**src/pbf_pkg.sv**
```systemverilog
package pbf_pkg;

   localparam int DATA_W = 16;
   localparam int ADDR_W = 4;
   localparam int NPIN   = 14;
   localparam int N_BUS_CTL  = 12;
   localparam int BUS_CTL_LO = 2;

   localparam logic [ADDR_W-1:0] OFS_SEL1 = 4'h0;
   localparam logic [ADDR_W-1:0] OFS_SEL2 = 4'h4;
   localparam logic [ADDR_W-1:0] OFS_DIR  = 4'h8;

   localparam logic [DATA_W-1:0] SEL1_MASK = 16'h0555;
   localparam logic [DATA_W-1:0] SEL2_MASK = 16'h5555;
   localparam logic [DATA_W-1:0] DIR_MASK  = 16'h3FFF;
   localparam logic [DATA_W-1:0] REG_RST   = 16'h0000;
   localparam logic [DATA_W-1:0] RD_IDLE   = 16'h0000;

   localparam int B1_P13 = 10;
   localparam int B1_P12 = 8;
   localparam int B1_P11 = 6;
   localparam int B1_P10 = 4;
   localparam int B1_P9  = 2;
   localparam int B1_P8  = 0;
   localparam int B2_P7  = 14;
   localparam int B2_P6  = 12;
   localparam int B2_P5  = 10;
   localparam int B2_P4  = 8;
   localparam int B2_P3  = 6;
   localparam int B2_P2  = 4;
   localparam int B2_P1  = 2;
   localparam int B2_P0  = 0;

   localparam int P_WIDTH16 = 1;
   localparam int P_WAIT    = 0;

   // Bus controller outputs, pin 13 down to pin 2.
   typedef struct packed {
      logic bus_start_strobe;
      logic chip_select_three;
      logic chip_select_four;
      logic chip_select_five_b;
      logic card_enable_two_a;
      logic chip_select_six_b;
      logic card_enable_two_b;
      logic card_io_write_strobe;
      logic card_io_read_strobe;
      logic row_addr_strobe;
      logic col_addr_strobe;
      logic clock_enable;
   } pbf_bus_ctl_s;

   typedef struct packed {
      logic [NPIN-1:0] o;
      logic [NPIN-1:0] oe;
   } pbf_pin_s;

   typedef struct packed {
      logic [DATA_W-1:0] sel1;
      logic [DATA_W-1:0] sel2;
      logic [DATA_W-1:0] dir;
      logic [DATA_W-1:0] rdata;
      pbf_pin_s          pin;
      logic [NPIN-1:0]   gp_in;
      logic              width16;
      logic              wait_req;
   } pbf_state_s;

endpackage : pbf_pkg

```
**src/pbf_port_b_pin_function_select.sv**
```systemverilog
`timescale 1ns/100ps
module pbf_port_b_pin_function_select (
   input  wire logic                          ref_clk,
   input  wire logic                          rst_n,
   input  wire logic                          ce,
   input  wire logic [pbf_pkg::ADDR_W-1:0]    addr,
   input  wire logic [pbf_pkg::DATA_W-1:0]    wr_data,
   input  wire logic                          wr_stb,
   input  wire logic                          rd_stb,
   output logic      [pbf_pkg::DATA_W-1:0]    rd_data,
   input  wire logic [pbf_pkg::NPIN-1:0]      pin_in,
   output pbf_pkg::pbf_pin_s                  pin_drv,
   input  wire logic [pbf_pkg::NPIN-1:0]      gp_out,
   output logic      [pbf_pkg::NPIN-1:0]      gp_in,
   input  wire pbf_pkg::pbf_bus_ctl_s         bus_ctl_val,
   input  wire pbf_pkg::pbf_bus_ctl_s         bus_ctl_en,
   output logic                               io_width16_indication,
   output logic                               wait_request
);
   import pbf_pkg::*;

   pbf_state_s      st_ff;
   pbf_state_s      nxt_st;
   logic [NPIN-1:0] mode;
   logic [NPIN-1:0] bus_o;
   logic [NPIN-1:0] bus_oe;

   // Padding the two input-function pins lets one index serve pin and bus side alike.
   assign bus_o  = {bus_ctl_val, {BUS_CTL_LO{1'b0}}};
   assign bus_oe = {bus_ctl_en, {BUS_CTL_LO{1'b0}}};

   assign mode[13] = st_ff.sel1[B1_P13];
   assign mode[12] = st_ff.sel1[B1_P12];
   assign mode[11] = st_ff.sel1[B1_P11];
   assign mode[10] = st_ff.sel1[B1_P10];
   assign mode[9]  = st_ff.sel1[B1_P9];
   assign mode[8]  = st_ff.sel1[B1_P8];
   assign mode[7]  = st_ff.sel2[B2_P7];
   assign mode[6]  = st_ff.sel2[B2_P6];
   assign mode[5]  = st_ff.sel2[B2_P5];
   assign mode[4]  = st_ff.sel2[B2_P4];
   assign mode[3]  = st_ff.sel2[B2_P3];
   assign mode[2]  = st_ff.sel2[B2_P2];
   assign mode[1]  = st_ff.sel2[B2_P1];
   assign mode[0]  = st_ff.sel2[B2_P0];

   always_comb begin
      nxt_st       = st_ff;
      nxt_st.rdata = RD_IDLE;
      // Masking at the write keeps reserved bits zero in storage as well.
      if (wr_stb) begin
         case (addr)
            OFS_SEL1: nxt_st.sel1 = wr_data & SEL1_MASK;
            OFS_SEL2: nxt_st.sel2 = wr_data & SEL2_MASK;
            OFS_DIR:  nxt_st.dir  = wr_data & DIR_MASK;
            default:  nxt_st.sel1 = st_ff.sel1;
         endcase
      end
      if (rd_stb) begin
         case (addr)
            OFS_SEL1: nxt_st.rdata = st_ff.sel1 & SEL1_MASK;
            OFS_SEL2: nxt_st.rdata = st_ff.sel2 & SEL2_MASK;
            OFS_DIR:  nxt_st.rdata = st_ff.dir & DIR_MASK;
            default:  nxt_st.rdata = RD_IDLE;
         endcase
      end
      for (int i = 0; i < NPIN; i++) begin
         if (!mode[i]) begin
            nxt_st.pin.o[i]  = gp_out[i];
            nxt_st.pin.oe[i] = st_ff.dir[i];
         end else if (i >= BUS_CTL_LO) begin
            nxt_st.pin.o[i]  = bus_o[i];
            nxt_st.pin.oe[i] = bus_oe[i];
         end else begin
            // Input functions never drive the pin.
            nxt_st.pin.o[i]  = 1'b0;
            nxt_st.pin.oe[i] = 1'b0;
         end
      end
      // The port input latch keeps sampling in every function, so
      // software can still observe a pin owned by the bus controller.
      nxt_st.gp_in = pin_in;
      // An unselected input reads inactive high at the bus controller.
      nxt_st.width16  = mode[P_WIDTH16] ? pin_in[P_WIDTH16] : 1'b1;
      nxt_st.wait_req = mode[P_WAIT] ? pin_in[P_WAIT] : 1'b1;
   end

   always_ff @(posedge ref_clk or negedge rst_n) begin
      if (!rst_n) begin
         st_ff.sel1     <= REG_RST;
         st_ff.sel2     <= REG_RST;
         st_ff.dir      <= REG_RST;
         st_ff.rdata    <= RD_IDLE;
         st_ff.pin      <= '0;
         st_ff.gp_in    <= '0;
         st_ff.width16  <= 1'b1;
         st_ff.wait_req <= 1'b1;
      end else if (ce) begin
         st_ff <= nxt_st;
      end
   end

   assign rd_data               = st_ff.rdata;
   assign pin_drv               = st_ff.pin;
   assign gp_in                 = st_ff.gp_in;
   assign io_width16_indication = st_ff.width16;
   assign wait_request          = st_ff.wait_req;
endmodule : pbf_port_b_pin_function_select

```
**config.mk**
```make
export PLATFORM = sky130hd
export DESIGN_NAME = pbf_port_b_pin_function_select
export DESIGN_NICKNAME = d
export VERILOG_FILES = /design/src/pbf_pkg.sv /design/src/pbf_port_b_pin_function_select.sv
export SDC_FILE = /design/constraint.sdc
export NUM_CORES = 1
export LEC_CHECK = 0
export BUFFER_PORTS_ARGS = -buffer_cell sky130_fd_sc_hd__buf_2
export CAP_MARGIN = 20
export CORE_MARGIN = 3
export CORE_UTILIZATION = 30
export CTS_BUF_LIST = sky130_fd_sc_hd__clkbuf_2
export DETAILED_ROUTE_END_ITERATION = 7
export GPL_TIMING_DRIVEN = 0
export PLACE_DENSITY_LB_ADDON = 0.15
export SLEW_MARGIN = 20
export SYNTH_ARGS = -nofsm -noshare
export SYNTH_HDL_FRONTEND = slang
export SYNTH_SLANG_ARGS = --single-unit
```
**constraint.sdc**
```tcl
create_clock -name ref_clk -period 1.1 [get_ports ref_clk]
set_input_delay 0.22 -clock ref_clk [delete_from_list [all_inputs] [get_ports ref_clk]]
set_output_delay 0.22 -clock ref_clk [all_outputs]
set_load 0.005 [all_outputs]
```
==> results by stage, run 1 <==
Routing:
- The number of detailed-route iterations in the first pass is 6.
- For this run, design rule violations remaining after detail routing come to 0.
- The post-route antenna net violation count is 0.
- The routed layout has 3125 vias.
- The mean routed wirelength per cell is 16.3 um.
- The number of DRC markers after the initial detailed-route iteration is 58.
- The final layout contains routed wiring with a total length of 11700 um.
- The via count normalized by instance count is 4.36.

STA:
- Across the routed clock network, the largest skew measured is 0.0172 ns.
- The number of max-slew violations in the final report is 0.
- The maximum clock rate is 707 MHz.
- The routed design could run at a clock period as short as 1.41 ns.
- The share of the cycle needed by the critical path after routing is 1.29.
- Setup violations remaining at the end of the flow were counted as 72.
- In this run the tightest slew margin relative to its limit is 0.508.
- At the pin with the least slew margin, the transition time is 0.735 ns.
- The number of endpoints with negative hold slack in the final report was 0.
- The worst setup slack after layout is -0.315 ns.
- Setup repair after global routing could not meet its margin everywhere.

Yosys:
- The net count of the mapped netlist is 412.
- The synthesized area per cell is 12.3 sq um.
- The Yosys warning count is 0.
- The post-synthesis instance area is 0.00412 sq mm.
- The synthesized netlist cell count is 335.
- The flop and latch count out of synthesis is 87.
- The share of the Yosys chip area taken by registers is 0.529.
- The number of library cell types mapped by synthesis is 35.

Die:
- The die span in x is 123 um.
- The floorplan has 42 rows.
- The area of the die is 0.0152 sq mm.
- The core region is 0.0133 sq mm.
- The initial utilization of the core area, before any placement, comes to 0.308.
- The height of the chip is 123 um.
- 137 I/O pins were placed.

Global route:
- The overall fraction of global-route tracks in use is 0.155.
- The first-pass GRT wire length is 17600 um.
- The number of global-route vias before repair is 3201.
- The total congestion overflow is 0.
- The initial antenna violation count is 0.
- Entering global routing, the biggest net connects 68 pins.

Placed design:
- At the placement stage, the worst setup path has a slack of -0.731 ns.
- Buffers placed on the I/O ports in this run total 133.
- The post-place instance area is 0.00508 sq mm.
- The HPWL after detailed placement is 8050 um.
- The congestion estimate from routability-driven global placement came to 0.726.

Worst setup path:
- The endpoint required time on the critical path is 0.88 ns.
- The worst register-to-register path begins at mode[0].
- The nature of the critical path startpoint is a flop.
- The arrival time at the worst endpoint is 1.19 ns.
- The launch point of the worst path is rd_data[8].
- Of all nets on the critical path, the largest fanout is 2.
- In this run the worst setup path terminates at rd_data[8].
- The depth of the most critical reg-to-reg path is 3.
- The class of the most critical setup path is flop to primary output.
- The reg-to-reg critical path endpoint is rd_data[0].
- The worst setup path is captured at a primary output.
- The flop-to-flop setup slack is 0.04 ns.

Clock tree:
- The number of CTS-inserted buffers is 9.
- In this run the deepest clock path goes through 2 buffers.
- The TritonCTS sink count is 87.
- The count of H-tree levels built during CTS is 3.
- The insertion delay to the later sink of the worst-skew pair is 0.53 ns.
- TritonCTS built the clock tree.
- Clock-pin slew was measured on the worst setup and hold paths at 0.22 ns.
- CTS placed an instance of sky130_fd_sc_hd__clkbuf_2 at the clock tree root.

Finish:
- The number of antenna diodes in the final layout is 0.
- The layout-stage area growth over the synthesis result is 47.4%.
- At the end of the flow the core is filled with cells to 0.455.
- The layout net count is 612.
- The cell area after layout is 0.00607 sq mm.
- The fraction of layout cells with a size suffix above 1 is 0.485.
- The number of fill cells is 1286.

Flow run:
- The reported max-cap violation count is 0.

Min path:
- The class of the tightest hold or removal check is primary input to flop.

Power:
- For this design the static power due to leakage is 2.90 nW.
- IR analysis of the VDD net gives a maximum drop of 0.000835 V.
- The power per unit of standard cell area is 1210 mW/mm^2.
- Summing internal, switching and leakage power gives 7.33 mW.

Outcome:
- The checks that failed: setup timing.
- The run finished, with violations left.
routing by layer:
metal	wire, um	global-route usage	vias up
li1	-	-	1510
met1	5050	0.196	1506
met2	5840	0.266	97
met3	576	0.0348	12
met4	181	0.0429	0
met5	0	0	-
layout by cell type, fill, tap and decap left out, drive strengths merged, types with 2 or more instances in the layout:
master / n
nand3b: 2
clkinv: 4
nand3: 2
a22oi: 7
clkbuf: 22
inv: 6
mux2: 46
nand4: 2
a21oi: 24
dfrtp: 85
o2bb2ai: 5
buf: 182
o21ai: 2
nor2: 29
dfstp: 2
dlygate4sd3: 71
a31oi: 2
mux2i: 24
and3: 2
o221ai: 2
a22o: 10
worst min-delay path by stage:
stage,startpoint,end,slack [ns],depth (start not counted)
final,rd_stb,rd_data[14],0.14,3
after global routing,rd_stb,rd_data[14],0.09,3
after CTS,rst_n,gp_in[1],0.0001,2
after detailed placement,rst_n,gp_in[1],0.09,1
after global placement,gp_out[1],pin_drv[15],0.45,2
after floorplan,rst_n,gp_in[0],-0.08,0
per-stage QoR:
stage / TNS, ns / instances / hold slack [ns]
6_report: -14.55 / 716 / 0.137
5_1_grt: -21.27 / 716 / 0.0851
4_1_cts: -16.79 / 694 / 0.000127
3_5_place_dp: -36.99 / 645 / 0.0886
3_3_place_gp: -128.66 / 644 / 0.447
2_1_floorplan: -6.07 / 335 / -0.0756
report_power, final:
group	total (mW)	internal [mW]	switching (mW)
clock	1.35	0.316	1.04
sequential	4.00	3.63	0.369
combinational	1.98	1.30	0.676
final cells by class:
| cell class | count | area, sq um | area share |
|---|---|---|---|
| clock inverter | 3 | 11.3 | 0.00186 |
| tap | 176 | 220 | 0.0363 |
| clock buffer | 13 | 65.1 | 0.0107 |
| inverter | 7 | 26.3 | 0.00433 |
| sequential | 87 | 2190 | 0.361 |
| buffer | 19 | 140 | 0.0231 |
| multi-input combinational | 168 | 1430 | 0.236 |
| timing repair buffer | 243 | 1980 | 0.327 |
worst max-delay path, cell delays in order, from the launching register on:
cell                      delay, ns
sky130_fd_sc_hd__dfrtp_1       0.45
sky130_fd_sc_hd__buf_6         0.12
sky130_fd_sc_hd__buf_6         0.10
synthesized netlist by cell type:
master,n,share of area
sky130_fd_sc_hd__and2b_1,1,0.0018
sky130_fd_sc_hd__nor3_4,1,0.0040
sky130_fd_sc_hd__nand4_1,1,0.0015
sky130_fd_sc_hd__o221ai_1,2,0.0043
sky130_fd_sc_hd__buf_4,58,0.11
sky130_fd_sc_hd__nand4_2,1,0.0030
sky130_fd_sc_hd__and4b_1,1,0.0024
sky130_fd_sc_hd__a31oi_1,2,0.0030
sky130_fd_sc_hd__and3_1,2,0.0030
sky130_fd_sc_hd__dfrtp_1,85,0.52
sky130_fd_sc_hd__buf_12,1,0.0049
sky130_fd_sc_hd__nor2b_1,1,0.0015
sky130_fd_sc_hd__buf_6,1,0.0027
sky130_fd_sc_hd__and4_1,1,0.0021
sky130_fd_sc_hd__mux2_4,10,0.036
sky130_fd_sc_hd__nand3b_1,2,0.0036
sky130_fd_sc_hd__o21ai_0,2,0.0024
sky130_fd_sc_hd__nand2_1,1,0.00091
sky130_fd_sc_hd__and3b_1,1,0.0021
sky130_fd_sc_hd__mux2i_1,24,0.058
sky130_fd_sc_hd__a22oi_1,7,0.013
sky130_fd_sc_hd__buf_2,2,0.0024
sky130_fd_sc_hd__dfstp_2,2,0.013
sky130_fd_sc_hd__buf_1,2,0.0018
sky130_fd_sc_hd__nor4b_4,1,0.0058
sky130_fd_sc_hd__a22o_1,10,0.021
sky130_fd_sc_hd__nor2_1,29,0.026
sky130_fd_sc_hd__conb_1,1,0.00091
sky130_fd_sc_hd__clkinv_1,1,0.00091
sky130_fd_sc_hd__inv_1,6,0.0055
sky130_fd_sc_hd__nand3_1,2,0.0024
sky130_fd_sc_hd__mux2_2,36,0.098
sky130_fd_sc_hd__clkbuf_1,9,0.0082
sky130_fd_sc_hd__o2bb2ai_1,5,0.011
sky130_fd_sc_hd__a21oi_1,24,0.029
flip-flops by register name, summed over array words and instances (netlist names):
register,flops
mode,14
gp_in,14
st_ff,14
wait_request,1
pin_drv,28
rd_data,15
io_width16_indication,1
logic make-up after synthesis:
kind of cell           count (synthesis)  synth area share
AOI/OAI and AO/OA                     52            0.0836
buffers and inverters                 80             0.132
other                                  1          0.000911
DFF                                   87             0.529
and+or+nand+nor                       45            0.0608
muxes                                 70             0.193
timing repair:
| action | 4_1_cts | 5_1_grt |
|---|---|---|
| setup endpoints to repair | 73 | 70 |
| buffers inserted | 20 | 18 |
| hold endpoints to repair | 154 | 4 |
| pin swaps | 1 | 1 |
| gates resized for setup | 54 | 5 |
| hold buffers | 66 | 5 |
No activity file was read; power rests on OpenSTA's default activity.
==> run 2: changes to the inputs <==
--- a/config.mk
+++ b/config.mk
@@ -12,7 +12,7 @@
 export CTS_BUF_LIST = sky130_fd_sc_hd__clkbuf_2
 export DETAILED_ROUTE_END_ITERATION = 7
 export GPL_TIMING_DRIVEN = 0
-export PLACE_DENSITY_LB_ADDON = 0.15
+export PLACE_DENSITY = 0.52
 export SLEW_MARGIN = 20
 export SYNTH_ARGS = -nofsm -noshare
 export SYNTH_HDL_FRONTEND = slang
==> constraint.sdc (replaced) <==
create_clock -name ref_clk -period 1.6 [get_ports ref_clk]
set_input_delay 0.32 -clock ref_clk [delete_from_list [all_inputs] [get_ports ref_clk]]
set_output_delay 0.32 -clock ref_clk [all_outputs]
set_load 0.01 [all_outputs]
==> run 2 against run 1 <==
Net effect:
- sequential share of layout area up 1.2 points
- the flow now finishes without violations
- largest power group unchanged
- non-clock buffer count is 32 lower
- combinational power down 35%
- register-to-register slack gained 0.05 ns
- via count fell by 2.4%
- sequential cell count unchanged
- design area shrank 3.6%
- largest cell class unchanged
- worst setup slack improved by 0.32 ns
- critical path depth fell by 1
- final cell count is 4.5% lower
- clock power decreased by 11%
==> results by stage, run 2 (synthesized netlist as in run 1, its figures left out) <==
STA:
- At the pin with the least slew margin, the transition time is 0.684 ns.
- Setup violations remaining at the end of the flow were counted as 0.
- The number of endpoints with negative hold slack in the final report is 0.
- Setup repair after global routing could not meet its margin everywhere.
- The share of the cycle needed by the critical path after routing is 0.995.
- After layout, the minimum clock period comes to 1.59 ns.
- The setup total negative slack is 0 ns.
- The worst hold-check slack is 0.0589 ns.
- The number of max-slew violations in the final report is 0.
- The clock skew is 0.0364 ns.
- The maximum clock rate is 628 MHz.
- The worst slew slack as a fraction of its limit is 0.544.

Worst setup path:
- The worst path buffer plus inverter count is 1.
- The critical path goes through buf_6.
- STA classifies the critical path startpoint as a flop.
- The flop-to-flop setup slack is 0.09 ns.
- The endpoint required time on the critical path is 1.28 ns.
- The critical path endpoint category is a primary output.
- For the worst setup path, the data arrival time is 1.27 ns.
- Of all nets on the critical path, the largest fanout is 2.
- The maximum single-stage delay on the critical path is 0.60 ns.
- On the critical path the largest part of the delay comes from flip-flops.
- The setup path with the least slack is of type flop to primary output.
- On the critical path, the stage with the largest delay is an instance of sky130_fd_sc_hd__dfstp_2.

Power:
- IR analysis of the VDD net gives a maximum drop of 0.000363 V.
- In this run the power density over the cells is 901 mW/mm^2.
- Summing internal, switching and leakage power gives 5.27 mW.
- The leakage power of the design is 2.74 nW.

Finish:
- The register with the most flip-flops in the layout has 28 of them.
- The layout has 1269 filler cells.
- The commonest non-fill, non-tap cell in the layout is sky130_fd_sc_hd__dfrtp_1.
- The layout-stage area growth over the synthesis result is 42.1%.
- The number of cells in the finished layout apart from fillers is 684.
- Of the cells placed in the final design, the portion with a size suffix greater than 1 is 0.431.
- In the layout the commonest cells are sky130_fd_sc_hd__dfrtp_1 (85), sky130_fd_sc_hd__buf_2 (75), sky130_fd_sc_hd__dlygate4sd3_1 (66).
- The layout net count is 580.
- 0 antenna diodes ended up in the layout.

Global route:
- The first-pass GRT wire length is 17800 um.
- The fraction of met2 tracks used by global routing is 0.250.
- The initial antenna violation count is 0.
- The highest-utilization routing layer at the global route stage is met2.
- The largest net degree at the start of global routing is 51.
- Across every metal layer, demand over resource in global routing totals 0.157.
- The total congestion overflow is 0.
- In the global route stage, met1 resource usage came out at 0.209.
- The number of global-route vias before repair was 3218.
- The global-route met3 utilization is 0.0361.

Placed design:
- After detailed placement, the design holds a cell count of 645.
- Detailed placement finished with a half-perimeter wire length of 7950 um.
- The number of port buffers is 133.
- The placer's final routability congestion estimate is 0.749.

Die:
- For this configuration, the core starts out at a cell density of 0.308.
- 137 I/O pins were placed.
- In this run the core area contains 42 standard-cell rows.
- The area of the die is 0.0152 sq mm.
- The height of the chip is 123 um.
- Measured along the x axis, the die boundary spans 123 um.
- The core region is 0.0133 sq mm.

Flow run:
- The reported max-cap violation count is 0.

Routing:
- The DRC violation count after routing is 0.
- In this run the remaining antenna-violating nets after routing total 0.
- After detailed routing, the total wire length is 11500 um.
- The number of detailed-route iterations in the first pass is 4.
- The via total after detailed routing is 3050.
- In the routed layout, each cell is associated on average with a via count of 4.46.
- The first routing iteration left 139 violations.
- Dividing the detail-routed wire length by the instance count gives 16.8 um.

Clock tree:
- Clock tree synthesis found a total of 87 sinks.
- Buffers inserted during clock tree synthesis total 9.
- The insertion delay to the later sink of the worst-skew pair is 0.60 ns.
- The count of H-tree levels built during CTS is 3.
- The CTS tree is built.
- The library cell used as clock root buffer is sky130_fd_sc_hd__clkbuf_2.
- The worst-case clock buffer depth is 2.
- Clock-pin slew was measured on the worst setup and hold paths at 0.25 ns.

Outcome:
- The run finished with clean final reports.

Min path:
- The class of the tightest hold or removal check is primary input to flop.
run 2: timing repair:
item / 4_1_cts / 5_1_grt
cloned: 0 / 0
pin swaps: 0 / 0
setup endpoints to repair: 59 / 5
hold buffers: 66 / 0
resized for setup: 62 / 0
hold endpoints to repair: 118 / 0
setup buffers: 14 / 0
run 2: path summary, 6_finish.rpt:
| kind | startpoint | to | cells after the start |
|---|---|---|---|
| max reg2reg | mode[11] | pin_drv[25] | 3 |
| min | gp_out[7] | pin_drv[21] | 3 |
| max in group asynchronous | rst_n | io_width16_indication | 3 |
| min in group asynchronous | rst_n | pin_drv[23] | 2 |
| min reg2reg | wait_request | wait_request | 2 |
| max | io_width16_indication | io_width16_indication | 1 |
run 2: area by class of cell:
class                      count  area (sq um)  share of cell area
sequential                    87          2180               0.373
timing repair buffer         214          1820               0.312
multi-input combinational    168          1390               0.238
tap                          176           220              0.0376
buffer                        16          90.1              0.0154
clock inverter                 7          72.6              0.0124
clock buffer                   9          45.0             0.00770
inverter                       7          26.3             0.00449
run 2: worst min-delay path, cell delays in order:
cell	delay (ns)
sky130_fd_sc_hd__buf_2	0.07
sky130_fd_sc_hd__mux2i_1	0.07
sky130_fd_sc_hd__a21oi_1	0.15
run 2: power breakdown:
| group | leakage [nW] | internal (mW) | switching [mW] | total, mW |
|---|---|---|---|---|
| combinational | 1.60 | 0.827 | 0.449 | 1.28 |
| sequential | 1.08 | 2.49 | 0.311 | 2.80 |
| clock | 0.0699 | 0.364 | 0.831 | 1.20 |
| total | 2.74 | 3.68 | 1.59 | 5.27 |
run 2: stage by stage:
step / worst slack, ns / utilization / cell area (sq um)
6_report: 0.00731 / 0.438 / 5850
3_3_place_gp: -0.617 / 0.375 / 5000
3_5_place_dp: -0.319 / 0.377 / 5030
2_1_floorplan: 0.0703 / - / 4120
4_1_cts: -0.0434 / 0.438 / 5850
5_1_grt: -0.0803 / 0.438 / 5850
run 2: per-layer routing:
layer,part of all wire,up-vias
met4,0.016,0
met1,0.45,1496
met2,0.48,91
met5,0,-
met3,0.054,15
li1,-,1448
